## src/design/elra_regs.svh

```systemverilog
// Offsets, field positions and widths of the result and threshold registers
`ifndef ELRA_REGS_SVH
`define ELRA_REGS_SVH
`define ELRA_ADDR_W 10
`define ELRA_OFF_RATE_LO 10'h206
`define ELRA_OFF_RATE_HI 10'h207
`define ELRA_OFF_TEMP_THRESHOLD_CODE_LO 10'h208
`define ELRA_OFF_TEMP_THRESHOLD_CODE_HI 10'h209
`define ELRA_OFF_HUMIDITY_THRESHOLD_CODE_LO 10'h20A
`define ELRA_OFF_HUMIDITY_THRESHOLD_CODE_HI 10'h20B
`define ELRA_OFF_TRES_LO 10'h20C
`define ELRA_OFF_TRES_HI 10'h20D
`define ELRA_OFF_HRES_LO 10'h20E
`define ELRA_OFF_HRES_HI 10'h20F
`define ELRA_RATE_W 14
`define ELRA_RATE_HI_MASK 8'h3F
`define ELRA_RATE_ONE 14'h0001
`define ELRA_TEMP_W 11
`define ELRA_TEMP_HOT16 16'hFFE0
`define ELRA_TEMP_HOT8 8'hFF
`define ELRA_HUM_W 12
`define ELRA_TEMP_FMT_BIT 2
`define ELRA_HUM_FMT_BIT 3
`endif

```

## src/design/elra_pkg.sv

```systemverilog
// Types of the result and threshold register block
package elra_pkg;
  typedef enum logic [1:0] {
    ELRA_LOG_IDLE = 2'b00,
    ELRA_LOG_FIRST = 2'b01,
    ELRA_LOG_SECOND = 2'b10
  } elra_log_e;
endpackage

```

## src/design/elra_result_alarm.sv

```systemverilog
// Result, threshold and sample interval registers with alarm compare
//
// Summary of operation
// - Sample interval bytes ignore host writes while a mission runs.
// - Top two bits of upper interval byte always read zero.
// - Temperature is unsigned, 0.5 C per 8-bit step, 1/16 C in 16-bit.
// - Upper temp byte holds bits 10..3; lower byte bits 2..0 then zeros.
// - Lower temp byte reads 00h in 8-bit mode; upper byte always valid.
// - Too cold reads all zeros; too hot reads FFh or FFE0h.
// - Logged temperature uses the same encoding as the result register.
// - Temperature alarms compare only the upper result byte.
// - Humidity sampled on forced conversion, or in mission if enabled.
// - Every humidity acquisition takes a full 16-bit word.
// - Humidity word kept: low byte at 20Eh, high byte at 20Fh.
// - Sensor top bit lands in bit 7 of upper humidity byte.
// - Lowest four bits of the humidity word read as zeros.
// - In humidity missions the upper humidity byte is logged when the log is idle and no temp result arrives in the same cycle.
// - Lower humidity byte logged only in 16-bit humidity format.
// - Humidity format bit in mission control selects logging width.
// - Humidity is unsigned, 0.64 %RH 8-bit, 0.04 %RH 16-bit.
// - Humidity alarms compare only the upper humidity byte.
// - Humidity thresholds compare against raw sensor bytes.
// - Interval is 14-bit seconds or minutes; zero acts as one.
// - Mission temp alarms: high at or above, low at or below.
// - Mission humidity alarms: high at or above, low at or below.
// - Temp format bit selects 8 or 16-bit logging, upper byte first.
`include "elra_regs.svh"
`timescale 1ns/10ps
`default_nettype none
module elra_result_alarm
  import elra_pkg::*;
(
  input wire logic i_clk,
  input wire logic i_reset,
  input wire logic i_reg_wr,
  input wire logic [`ELRA_ADDR_W-1:0] i_reg_addr,
  input wire logic [7:0] i_reg_wdata,
  output logic [7:0] o_reg_rdata,
  input wire logic i_mission_active,
  input wire logic [7:0] i_mission_control,
  input wire logic i_humidity_log_enable,
  input wire logic i_seconds_unit_select,
  input wire logic i_temp_high_alarm_enable,
  input wire logic i_temp_low_alarm_enable,
  input wire logic i_humidity_high_alarm_enable,
  input wire logic i_humidity_low_alarm_enable,
  input wire logic i_forced_conversion,
  input wire logic i_temp_done,
  input wire logic [`ELRA_TEMP_W-1:0] i_temp_code,
  input wire logic i_temp_under,
  input wire logic i_temp_over,
  input wire logic i_humidity_done,
  input wire logic [15:0] i_humidity_word,
  output logic o_humidity_sample_req,
  output logic [`ELRA_RATE_W-1:0] o_sample_interval,
  output logic o_interval_in_seconds,
  output logic o_temp_high_flag,
  output logic o_temp_low_flag,
  output logic o_humidity_high_flag,
  output logic o_humidity_low_flag,
  output logic o_log_valid,
  output logic [7:0] o_log_byte,
  output logic o_log_is_humidity
);

  typedef struct packed {
    logic [7:0] rate_lo;
    logic [7:0] rate_hi;
    logic [7:0] temp_threshold_code_lo;
    logic [7:0] temp_threshold_code_hi;
    logic [7:0] humidity_threshold_code_lo;
    logic [7:0] humidity_threshold_code_hi;
    logic [7:0] tres_lo;
    logic [7:0] tres_hi;
    logic [7:0] hres_lo;
    logic [7:0] hres_hi;
    logic temp_high_flag;
    logic temp_low_flag;
    logic hum_high_flag;
    logic hum_low_flag;
    logic hum_req;
    elra_log_e log_state;
    logic log_hum;
    logic log_valid;
    logic [7:0] log_byte;
  } elra_state_s;

  elra_state_s state_reg;
  elra_state_s state_next;
  logic temp_fmt16;
  logic hum_fmt16;
  logic [15:0] temp_word;
  logic hum_take;

  assign temp_fmt16 = i_mission_control[`ELRA_TEMP_FMT_BIT];
  assign hum_fmt16 = i_mission_control[`ELRA_HUM_FMT_BIT];
  assign hum_take = i_humidity_done && state_reg.hum_req;

  // Saturated temperature word, same encoding for register and log
  always_comb
  begin
    if (i_temp_under)
    begin
      temp_word = 16'h0000;
    end
    else if (i_temp_over)
    begin
      temp_word = temp_fmt16 ? `ELRA_TEMP_HOT16 : {`ELRA_TEMP_HOT8, 8'h00};
    end
    else
    begin
      temp_word = {i_temp_code, 5'h00};
    end
  end

  always_comb
  begin
    state_next = state_reg;
    state_next.log_valid = 1'b0;
    // Interval bytes frozen during a mission
    if (i_reg_wr && !i_mission_active)
    begin
      if (i_reg_addr == `ELRA_OFF_RATE_LO)
      begin
        state_next.rate_lo = i_reg_wdata;
      end
      else if (i_reg_addr == `ELRA_OFF_RATE_HI)
      begin
        state_next.rate_hi = i_reg_wdata & `ELRA_RATE_HI_MASK;
      end
    end
    if (i_reg_wr)
    begin
      if (i_reg_addr == `ELRA_OFF_TEMP_THRESHOLD_CODE_LO)
      begin
        state_next.temp_threshold_code_lo = i_reg_wdata;
      end
      else if (i_reg_addr == `ELRA_OFF_TEMP_THRESHOLD_CODE_HI)
      begin
        state_next.temp_threshold_code_hi = i_reg_wdata;
      end
      else if (i_reg_addr == `ELRA_OFF_HUMIDITY_THRESHOLD_CODE_LO)
      begin
        state_next.humidity_threshold_code_lo = i_reg_wdata;
      end
      else if (i_reg_addr == `ELRA_OFF_HUMIDITY_THRESHOLD_CODE_HI)
      begin
        state_next.humidity_threshold_code_hi = i_reg_wdata;
      end
    end
    // Humidity request: forced conversion or humidity mission sample
    if (i_forced_conversion || (i_mission_active && i_humidity_log_enable && i_temp_done))
    begin
      state_next.hum_req = 1'b1;
    end
    else if (hum_take)
    begin
      state_next.hum_req = 1'b0;
    end
    if (i_temp_done)
    begin
      state_next.tres_hi = temp_word[15:8];
      state_next.tres_lo = temp_fmt16 ? temp_word[7:0] : 8'h00;
      if (i_mission_active)
      begin
        if (i_temp_high_alarm_enable && temp_word[15:8] >= state_reg.temp_threshold_code_hi)
        begin
          state_next.temp_high_flag = 1'b1;
        end
        if (i_temp_low_alarm_enable && temp_word[15:8] <= state_reg.temp_threshold_code_lo)
        begin
          state_next.temp_low_flag = 1'b1;
        end
      end
    end
    if (hum_take)
    begin
      state_next.hres_hi = i_humidity_word[15:8];
      state_next.hres_lo = {i_humidity_word[7:4], 4'h0};
      if (i_mission_active)
      begin
        if (i_humidity_high_alarm_enable && i_humidity_word[15:8] >= state_reg.humidity_threshold_code_hi)
        begin
          state_next.hum_high_flag = 1'b1;
        end
        if (i_humidity_low_alarm_enable && i_humidity_word[15:8] <= state_reg.humidity_threshold_code_lo)
        begin
          state_next.hum_low_flag = 1'b1;
        end
      end
    end
    // Log stream, upper byte first
    case (state_reg.log_state)
      ELRA_LOG_IDLE:
      begin
        if (i_mission_active && i_temp_done)
        begin
          state_next.log_valid = 1'b1;
          state_next.log_hum = 1'b0;
          state_next.log_byte = temp_word[15:8];
          state_next.log_state = temp_fmt16 ? ELRA_LOG_FIRST : ELRA_LOG_IDLE;
        end
        else if (i_mission_active && i_humidity_log_enable && hum_take)
        begin
          state_next.log_valid = 1'b1;
          state_next.log_hum = 1'b1;
          state_next.log_byte = i_humidity_word[15:8];
          state_next.log_state = hum_fmt16 ? ELRA_LOG_SECOND : ELRA_LOG_IDLE;
        end
      end
      ELRA_LOG_FIRST:
      begin
        state_next.log_valid = 1'b1;
        state_next.log_hum = 1'b0;
        state_next.log_byte = state_reg.tres_lo;
        state_next.log_state = ELRA_LOG_IDLE;
      end
      ELRA_LOG_SECOND:
      begin
        state_next.log_valid = 1'b1;
        state_next.log_hum = 1'b1;
        state_next.log_byte = state_reg.hres_lo;
        state_next.log_state = ELRA_LOG_IDLE;
      end
      default:
      begin
        state_next.log_state = ELRA_LOG_IDLE;
      end
    endcase
  end

  always_ff @(posedge i_clk)
  begin
    if (i_reset)
    begin
      state_reg <= '0;
      state_reg.log_state <= ELRA_LOG_IDLE;
    end
    else
    begin
      state_reg <= state_next;
    end
  end

  // Register read mux
  always_comb
  begin
    if (i_reg_addr == `ELRA_OFF_RATE_LO)
    begin
      o_reg_rdata = state_reg.rate_lo;
    end
    else if (i_reg_addr == `ELRA_OFF_RATE_HI)
    begin
      o_reg_rdata = state_reg.rate_hi & `ELRA_RATE_HI_MASK;
    end
    else if (i_reg_addr == `ELRA_OFF_TEMP_THRESHOLD_CODE_LO)
    begin
      o_reg_rdata = state_reg.temp_threshold_code_lo;
    end
    else if (i_reg_addr == `ELRA_OFF_TEMP_THRESHOLD_CODE_HI)
    begin
      o_reg_rdata = state_reg.temp_threshold_code_hi;
    end
    else if (i_reg_addr == `ELRA_OFF_HUMIDITY_THRESHOLD_CODE_LO)
    begin
      o_reg_rdata = state_reg.humidity_threshold_code_lo;
    end
    else if (i_reg_addr == `ELRA_OFF_HUMIDITY_THRESHOLD_CODE_HI)
    begin
      o_reg_rdata = state_reg.humidity_threshold_code_hi;
    end
    else if (i_reg_addr == `ELRA_OFF_TRES_LO)
    begin
      o_reg_rdata = state_reg.tres_lo;
    end
    else if (i_reg_addr == `ELRA_OFF_TRES_HI)
    begin
      o_reg_rdata = state_reg.tres_hi;
    end
    else if (i_reg_addr == `ELRA_OFF_HRES_LO)
    begin
      o_reg_rdata = state_reg.hres_lo;
    end
    else if (i_reg_addr == `ELRA_OFF_HRES_HI)
    begin
      o_reg_rdata = state_reg.hres_hi;
    end
    else
    begin
      o_reg_rdata = 8'h00;
    end
  end

  // Zero interval behaves as one
  always_comb
  begin
    o_sample_interval = {state_reg.rate_hi[5:0], state_reg.rate_lo};
    if (o_sample_interval == '0)
    begin
      o_sample_interval = `ELRA_RATE_ONE;
    end
  end

  assign o_interval_in_seconds = i_seconds_unit_select;
  assign o_humidity_sample_req = state_reg.hum_req;
  assign o_temp_high_flag = state_reg.temp_high_flag;
  assign o_temp_low_flag = state_reg.temp_low_flag;
  assign o_humidity_high_flag = state_reg.hum_high_flag;
  assign o_humidity_low_flag = state_reg.hum_low_flag;
  assign o_log_valid = state_reg.log_valid;
  assign o_log_byte = state_reg.log_byte;
  assign o_log_is_humidity = state_reg.log_hum;
endmodule // elra_result_alarm
`default_nettype wire

```

## config.mk

```make
export PLATFORM = sky130hd
export DESIGN_NAME = elra_result_alarm
export DESIGN_NICKNAME = d
export VERILOG_FILES = /design/src/design/elra_pkg.sv /design/src/design/elra_result_alarm.sv
export VERILOG_INCLUDE_DIRS = /design/src /design/src/design
export SDC_FILE = /design/constraint.sdc
export NUM_CORES = 1
export LEC_CHECK = 0
export ABC_CLOCK_PERIOD_IN_PS = 2730
export BUFFER_PORTS_ARGS = -buffer_cell sky130_fd_sc_hd__buf_2
export CAP_MARGIN = 40
export CORE_MARGIN = 2
export CORE_UTILIZATION = 40
export CTS_BUF_LIST = sky130_fd_sc_hd__clkbuf_16
export DETAILED_ROUTE_END_ITERATION = 6
export GPL_ROUTABILITY_DRIVEN = 0
export HOLD_SLACK_MARGIN = 0.06
export PLACE_DENSITY = 0.62
export SYNTH_ARGS = -nofsm -noshare
export SYNTH_HDL_FRONTEND = slang
export SYNTH_SLANG_ARGS = --single-unit
```

## constraint.sdc

```tcl
create_clock -name i_clk -period 2.73 [get_ports i_clk]
set_clock_uncertainty 0.05 [all_clocks]
set_input_delay 0.6825 -clock i_clk [delete_from_list [all_inputs] [get_ports i_clk]]
set_output_delay 0.6825 -clock i_clk [all_outputs]
set_load 0.005 [all_outputs]
```

==> results.toml, run 1 <==
[clock_tree]
numCtsBuffers = 9
clkLatencyLatePin_ps = 340
clk_pin_slew_ps = 70
cts_tree = "yes"
postCtsHoldBufs = 0
cts_buffer_depth = 2
numClockSinks = 86
cts_root_buf = "clkbuf_16"
h-tree-depth = 3

[synth]
synthMuxAreaShare = 0.1388
avgSynthCellArea_sq_um = 8.579
synthTopCellsByArea = "dfxtp_1, mux2i_1, ha_1"
synth_xor_area_frac = 0
synth.yosys.warnings = 0
ys_async_sr_fraction = 0
synth_top_area_frac = 0.3350
ys.flop_type = "dfxtp_1"
yosys.area.top_type = "dfxtp_1"
synth_compound_area_frac = 0.1673
synth_fp_nets = 703
synthSimpleGateAreaFrac = 0.1860
yosys-top-cells-count = "nor2_1, dfxtp_1, mux2i_1, a21oi_1, nand2_1"
yosysSeqAreaShare = 0.3350
synth.distinct_cells = 64
ys_ff_latch = 86
synth.most_common_cell = "nor2_1"
synth_adder_area_share = 0.08766
synth-edff-count = 0
syn_area_sq_um = 5139
synth_top_family_by_area = "simple AND/OR/NAND/NOR gates"
synthCells = 599

[layout]
drive_gt1_frac = 0.2453
num-nets-final = 788
syn_to_final_growth_pct = 20.33
final_util = 0.4920
largest_reg_flops = 71
insertedDiodeCount = 0

[sta]
setup-violations-final = 3
slew_viol_final = 0
clock.fmax_mhz = 365.1
finalCriticalPeriod_ps = 2739
worst_pin_slew_ps = 532.6
setup_ws_ps = -8.794
final_hold_viol_count = 0
hold_slack_ps = 402.2
rsz0062_at_grt = "yes"
max-slew-margin-rel = 0.6438
post-route-period-util = 1.003

[floorplanning]
die_area_sq_um = 13770
die_w_um = 117.3
num_rows = 41
die_y_um = 117.3
initial_core_util = 0.4089
core_sq_um = 12570
io_pins = 106

[grt]
antenna_found_initial = 0
grt_pass1_vias = 4604
grt_use_met1 = 0.3012
track_usage = 0.2230
grt_max_degree = 37
grt_pass1_wl_um = 24450
grt_overflow = 0
grt-busiest-layer = "met2"
met2_usage = 0.3659
use_met3 = 0.03502

[detailed_routing]
drt_iter0_markers = 423
vias_per_cell = 5.473
drtAntennaViolNets = 0
drt_wl_total_um = 15370
post_drt_wl_per_cell_um = 17.85
vias = 4712
firstDrtPassIters = 5
drc = 0

[pwr]
p_sw_uw = 749.5
peakVddDrop_v = 0.0002353
sw_frac_of_total = 0.2509
clockPowerShare = 0.435
power_density_nw_per_um2 = 483.2
seq_power_share = 0.434
intPower_mw = 2.238
p_leak_nw = 2.602
power_frac_comb = 0.131

[outcome]
status = "finished, violations left"
violations = "negative setup slack"

[critical_path]
arrival_ps = 2010
critPathLaunchType = "input pin"
cp_max_fo = 14
crit_type = "input pin to primary output"
critPathRequiredTime_ps = 2000
crit_path_end_kind = "primary output"

[flow_run]
max_cap_violations = 0

[worst_hold_path]
hold_path_class = "flip-flop to flip-flop"

[place]
place_ws_ps = -140.7
place_hpwl_um = 11530
portBuffers = 93
==> power by group through the flow <==
stage	combinational, mW	sequential, mW	clock [mW]
6_report	0.390	1.30	1.30
5_1_grt	0.428	1.30	1.37
4_1_cts	0.384	1.30	1.32
3_5_place_dp	0.376	1.32	0
3_3_place_gp	0.363	1.32	0
2_1_floorplan	0.224	1.32	0
==> kinds of logic after synthesis <==
family | after synthesis
AO/OA/AOI/OAI | 128
buffers and inverters | 91
adder cells (fa/ha/maj) | 36
AND/OR/NAND/NOR | 192
flip-flops | 86
multiplexers | 66
==> per-stage QoR <==
step	setup TNS (ps)	cells	power, mW	cell area (sq um)
after floorplan	0	599	1.542	5139
after global placement	-781.1	844	1.686	5792
after detailed placement	-909.7	844	1.699	5792
after CTS	0	861	2.996	6151
after global routing	-227.2	861	3.094	6183
final	-17.30	861	2.988	6183
==> final timing paths <==
path                 start              to  slack (ps)  cells past startpoint
max          i_reg_addr[1]  o_reg_rdata[1]          -9                      8
min          o_log_byte[6]   o_log_byte[6]         400                      2
max reg2reg  state_reg[11]   o_log_byte[4]         690                      6
min reg2reg  o_log_byte[6]   o_log_byte[6]         400                      2
==> metal layers <==
metal  routed length [um]  up-vias
li1                     -     2274
met1                 6770     2248
met2                 7357      168
met3                  942       22
met4                  295        0
met5                    0        -
==> area by class of cell <==
cell class,count,area (sq um)
well taps,172,215.2
inverters,36,135.1
flip-flops and latches,86,1722
multi-input cells,422,3040
clock buffers,9,225.2
repair buffers,129,757.0
clock inverters,7,88.84
fillers,1197,6385
==> repair_timing <==
action	CTS	global route
setup buffers	1	0
setup endpoints to repair	8	8
resized for setup	11	6
pin swaps	1	2
==> cells in the final DEF, fill, tap and decap left out, drive strengths merged, types with 4 or more instances in the layout <==
master / n
a211oi: 4
a22oi: 13
nor3: 7
nand3: 9
dfxtp: 86
mux2i: 60
nand3b: 4
ha: 36
a31oi: 9
nor2b: 7
nand4: 6
a21oi: 41
a22o: 7
nand2: 40
o22ai: 4
buf: 129
o31ai: 5
inv: 36
nand2b: 8
nor2: 91
clkbuf: 9
nor3b: 4
o21ai: 11
==> critical path, stage by stage <==
cell	delay, ps
buf_6	130
buf_4	170
and3b_2	290
a21oi_1	150
a2bb2oi_1	220
o32ai_2	120
o21a_1	120
buf_2	120
(Power assumes the default switching activity.)
==> inputs of run 2 (changes only) <==
--- a/config.mk
+++ b/config.mk
@@ -9,13 +9,15 @@
 export ABC_CLOCK_PERIOD_IN_PS = 2730
 export BUFFER_PORTS_ARGS = -buffer_cell sky130_fd_sc_hd__buf_2
 export CAP_MARGIN = 40
+export CELL_PAD_IN_SITES_DETAIL_PLACEMENT = 0
+export CELL_PAD_IN_SITES_GLOBAL_PLACEMENT = 1
 export CORE_MARGIN = 2
 export CORE_UTILIZATION = 40
 export CTS_BUF_LIST = sky130_fd_sc_hd__clkbuf_16
 export DETAILED_ROUTE_END_ITERATION = 6
 export GPL_ROUTABILITY_DRIVEN = 0
 export HOLD_SLACK_MARGIN = 0.06
-export PLACE_DENSITY = 0.62
+export PLACE_DENSITY = 0.79
 export SYNTH_ARGS = -nofsm -noshare
 export SYNTH_HDL_FRONTEND = slang
 export SYNTH_SLANG_ARGS = --single-unit
==> run 2 against run 1 <==
  * The run now ends clean
  * Routed wire length decreased by 3.5%
  * Total power shrank 4.1%
  * Clock power decreased by 8%
  * Worst setup slack better by 46 ps
  * Global-route usage decreased by 0.94 points
  * Largest cell class unchanged
  * Register-to-register slack better by 30 ps
  * Sequential cell count is the same
  * Die area did not move
  * Count of clock-buffer cells in the layout did not move
==> results.toml, run 2 (synthesis gave the netlist of run 1 again) <==
[critical_path]
r2r_cells = 6
crit_path_end_kind = "primary output"
rrSetupSlack_ps = 720
critPathLaunchType = "input pin"
r2r-start = "state_reg[11]"
arrival_ps = 1960
critPathRequiredTime_ps = 2000
reg2reg_to = "o_log_byte[4]"
cp_max_fo = 6
crit_type = "input pin to primary output"

[pwr]
power_density_nw_per_um2 = 470.1
peakVddDrop_v = 0.0002450
p_leak_nw = 2.572

[worst_hold_path]
hold_path_class = "flip-flop to flip-flop"
holdPathStages = 2
min-delay-start = "o_log_byte[6]"
hold-path-endpoint = "o_log_byte[6]"

[clock_tree]
cts_tree = "yes"
cts_setup_buffers = 0
clkLatencyLatePin_ps = 330
clk_pin_slew_ps = 60
postCtsHoldBufs = 0
numClockSinks = 86
h-tree-depth = 3
numCtsBuffers = 9
cts_buffer_depth = 2
cts_root_buf = "clkbuf_16"

[grt]
track_usage = 0.2136
grt_overflow = 0
antenna_found_initial = 0
grt_pass1_wl_um = 23320
grt_pass1_vias = 4346
grt_max_degree = 33

[detailed_routing]
drt_wl_total_um = 14830
firstDrtPassIters = 5
drtAntennaViolNets = 0
vias = 4589
drt_iter0_markers = 297
post_drt_wl_per_cell_um = 17.39
vias_per_cell = 5.380
drc = 0

[sta]
slew_viol_final = 0
finalCriticalPeriod_ps = 2693
post-route-period-util = 0.9863
final_hold_viol_count = 0
setup_ws_ps = 37.29
worst_pin_slew_ps = 553.2
hold_slack_ps = 401.6
max-slew-margin-rel = 0.6312
rsz0062_at_grt = "no"
setup-violations-final = 0
clock.fmax_mhz = 371.4

[floorplanning]
die_y_um = 117.3
initial_core_util = 0.4089
die_w_um = 117.3
num_rows = 41
die_area_sq_um = 13770
io_pins = 106
core_sq_um = 12570

[layout]
insertedDiodeCount = 0
layout.cells.most_common_list = "buf_2, nor2_1, dfxtp_1"
layout_commonest_cell = "buf_2"
largest_reg_flops = 71
syn_to_final_growth_pct = 18.60
num-nets-final = 781
final_util = 0.4849
drive_gt1_frac = 0.2349

[flow_run]
max_cap_violations = 0

[place]
portBuffers = 93
place_ws_ps = -76.59
place_hpwl_um = 11310

[outcome]
status = "finished clean"
## run 2: cell count changes in the layout (fill, tap and decap cells not counted), sizes merged
cell and delta:
and3b +1, clkbuf +1, buf -9, clkinvlp -1, inv +3, clkinv -2
bufinv -1
## run 2: metrics by stage
stage	std cells	cell area [sq um]	setup TNS, ps	power (mW)
3_5_place_dp	837	5727	-261.9	1.687
4_1_cts	852	6022	-10.81	2.872
5_1_grt	853	6095	0	2.972
6_report	853	6095	0	2.865
3_3_place_gp	837	5727	-316.9	1.678
2_1_floorplan	599	5139	0	1.542
## run 2: worst max-delay path by stage
stage / from / end / slack [ps] / cells past startpoint
4_1_cts: i_reg_addr[1] / o_reg_rdata[1] / -7 / 8
2_1_floorplan: i_reg_addr[5] / o_reg_rdata[0] / 210 / 6
3_3_place_gp: i_reg_addr[1] / o_reg_rdata[3] / -80 / 8
6_report: i_reg_addr[0] / o_reg_rdata[6] / 40 / 5
5_1_grt: i_reg_addr[1] / o_reg_rdata[0] / 8 / 8
3_5_place_dp: i_reg_addr[1] / o_reg_rdata[1] / -80 / 7
## run 2: routing by layer
metal	vias up	wire [um]	GRT usage
li1	2263	-	-
met1	2164	6904	0.3034
met2	140	6913	0.3366
met3	22	845	0.03696
met4	0	172	0.05346
met5	-	0	0
## run 2: repair_timing
action / CTS / global route
pin swaps: 1 / 2
gates cloned: 0 / 1
endpoints found under the setup margin: 7 / 7
resized for setup: 3 / 18
## run 2: report_power, final
part           switching [mW]  leakage [nW]  total, mW  internal, mW
clock network           0.495         0.145       1.19         0.696
registers              0.0174         0.696       1.30          1.28
logic                   0.220          1.73      0.377         0.158
total                   0.733          2.57       2.87          2.13
## run 2: area by class of cell
cell class              instances  area, sq um
flip-flops and latches         86         1722
repair buffers                121        695.7
multi-input cells             423         3044
well taps                     172        215.2
fillers                      1219         6474
clock inverters                 6        57.56
clock buffers                   9        225.2
inverters                      36        135.1
## run 2: critical path, stage by stage
cell	delay [ps]
clkbuf_4	190
mux4_1	590
a21oi_1	220
o32ai_1	130
buf_2	150
==> inputs of run 3 (changes only) <==
--- a/config.mk
+++ b/config.mk
@@ -6,7 +6,7 @@
 export SDC_FILE = /design/constraint.sdc
 export NUM_CORES = 1
 export LEC_CHECK = 0
-export ABC_CLOCK_PERIOD_IN_PS = 2730
+export ABC_CLOCK_PERIOD_IN_PS = 3500
 export BUFFER_PORTS_ARGS = -buffer_cell sky130_fd_sc_hd__buf_2
 export CAP_MARGIN = 40
 export CELL_PAD_IN_SITES_DETAIL_PLACEMENT = 0
==> constraint.sdc (replaced) <==
create_clock -name i_clk -period 3.5 [get_ports i_clk]
set_clock_uncertainty 0.05 [all_clocks]
set_input_delay 0.875 -clock i_clk [delete_from_list [all_inputs] [get_ports i_clk]]
set_output_delay 0.875 -clock i_clk [all_outputs]
set_load 0.005 [all_outputs]
==> run 3 against run 2 <==
  * Total power fell by 26%
  * Utilization fell by 2.1 points
  * Critical path depth rose by 2
  * Critical endpoint is now o_reg_rdata[0]
  * Sequential power fell by 22%
  * Routed wire length fell by 1.3%
  * First-iteration DRC count rose by 14%
==> results.toml, run 3 (synthesis gave the netlist of run 1 again) <==
[outcome]
status = "finished clean"

[clock_tree]
cts_tree = "yes"
h-tree-depth = 3
numCtsBuffers = 9
clk_pin_slew_ps = 60
cts_root_buf = "clkbuf_16"
cts_buffer_depth = 2
postCtsHoldBufs = 0
cts_setup_buffers = 0
numClockSinks = 86
clkLatencyLatePin_ps = 340
cts_resized = 0

[critical_path]
slowest_stage = "o32ai_1"
crit_path_end_kind = "primary output"
r2r-start = "state_reg[11]"
worst_path_most_repeated_cell = "buf_2"
crit_cells = 7
crit_type = "input pin to primary output"
reg2reg_to = "o_log_byte[4]"
cp_max_fo = 10
crit_path_start = "i_reg_addr[1]"
crit_chain = "buf_2 -> nor2b_2 -> a22oi_1 -> o22a_1 -> o32ai_1 -> o21a_1 -> buf_2"
critPathRequiredTime_ps = 2570
r2r_cells = 6
crit_end = "o_reg_rdata[0]"
cp_slowest_stage_delay_ps = 370
crit_buf_inv = 2
crit_family = "compound AO/OA/AOI/OAI gates"
critPathLaunchType = "input pin"
arrival_ps = 2460
rrSetupSlack_ps = 1490

[place]
placed_cell_area_sq_um = 5574
place_hpwl_um = 11010
portBuffers = 93

[grt]
grt_pass1_vias = 4279
antenna_found_initial = 0
track_usage = 0.2126
grt_pass1_wl_um = 23000
grt_max_degree = 61
grt_overflow = 0

[floorplanning]
die_w_um = 117.3
die_y_um = 117.3
die_area_sq_um = 13770
io_pins = 106
initial_core_util = 0.4089
core_sq_um = 12570
num_rows = 41

[sta]
post-route-period-util = 0.9667
clock.fmax_mhz = 295.6
slew_viol_final = 0
rsz0062_at_grt = "no"
final_hold_viol_count = 0
hold_slack_ps = 403.9
finalCriticalPeriod_ps = 3383
tns_ps = 0
setup-violations-final = 0
max-slew-margin-rel = 0.6198
worst_pin_slew_ps = 570.3

[detailed_routing]
drt_wl_total_um = 14640
firstDrtPassIters = 7
drt_iter0_markers = 339
vias = 4542
drc = 0
vias_per_cell = 5.466
post_drt_wl_per_cell_um = 17.62
drtAntennaViolNets = 0

[layout]
syn_to_final_growth_pct = 13.51
layout_commonest_cell = "buf_2"
insertedDiodeCount = 0
drive_gt1_frac = 0.1912
largest_reg_flops = 71
register_area_sq_um = 1722
multiInputGateArea_sq_um = 2979
num-nets-final = 758
layout.cells.most_common_list = "buf_2, nor2_1, dfxtp_1"
n_fill_cell = 1214
final_area_sq_um = 5833

[pwr]
peakVddDrop_v = 0.0001992
p_leak_nw = 2.439
power_mw = 2.133
power_density_nw_per_um2 = 365.7

[worst_hold_path]
hold_path_class = "flip-flop to flip-flop"
min-delay-start = "o_log_is_humidity"
holdPathStages = 2

[flow_run]
max_cap_violations = 0
[run 3: worst min-delay path: stages, from the launching register on]
cell and delay [ps]:
dfxtp_1 310, inv_1 50, a211oi_1 50
[run 3: metrics by stage]
| stage | cells | setup WS, ps | util |
|---|---|---|---|
| 5_1_grt | 831 | 42.08 | 0.4641 |
| 3_5_place_dp | 815 | 169.8 | 0.4435 |
| 2_1_floorplan | 599 | 591.1 | - |
| 4_1_cts | 831 | 161.1 | 0.4641 |
| 6_report | 831 | 116.7 | 0.4641 |
| 3_3_place_gp | 815 | 173.9 | 0.4435 |
[run 3: worst min-delay path by stage]
stage                        endpoint
global placement        state_reg[24]
global route            o_log_byte[5]
detailed placement  o_log_is_humidity
CTS                 o_log_is_humidity
floorplan               state_reg[22]
finish              o_log_is_humidity
[run 3: metal layers]
layer / vias up / global-route usage / share of wire
li1: 2215 / - / -
met1: 2155 / 0.2988 / 0.47
met2: 150 / 0.3279 / 0.45
met3: 22 / 0.04183 / 0.059
met4: 0 / 0.06777 / 0.019
met5: - / 0 / 0
[run 3: power by group]
| part | switching, mW | internal, mW | total, mW | leakage [nW] |
|---|---|---|---|---|
| Sequential | 0.0133 | 0.998 | 1.01 | 0.696 |
| Combinational | 0.164 | 0.106 | 0.270 | 1.61 |
| Clock | 0.383 | 0.469 | 0.852 | 0.137 |
| Total | 0.560 | 1.57 | 2.13 | 2.44 |
[run 3: cell type report]
class	count	share of cell area
clock buffer	9	0.03861
tap	172	0.03689
timing repair buffer	99	0.08966
clock inverter	7	0.005792
sequential	86	0.2952
inverter	36	0.02317
multi-input combinational	422	0.5107
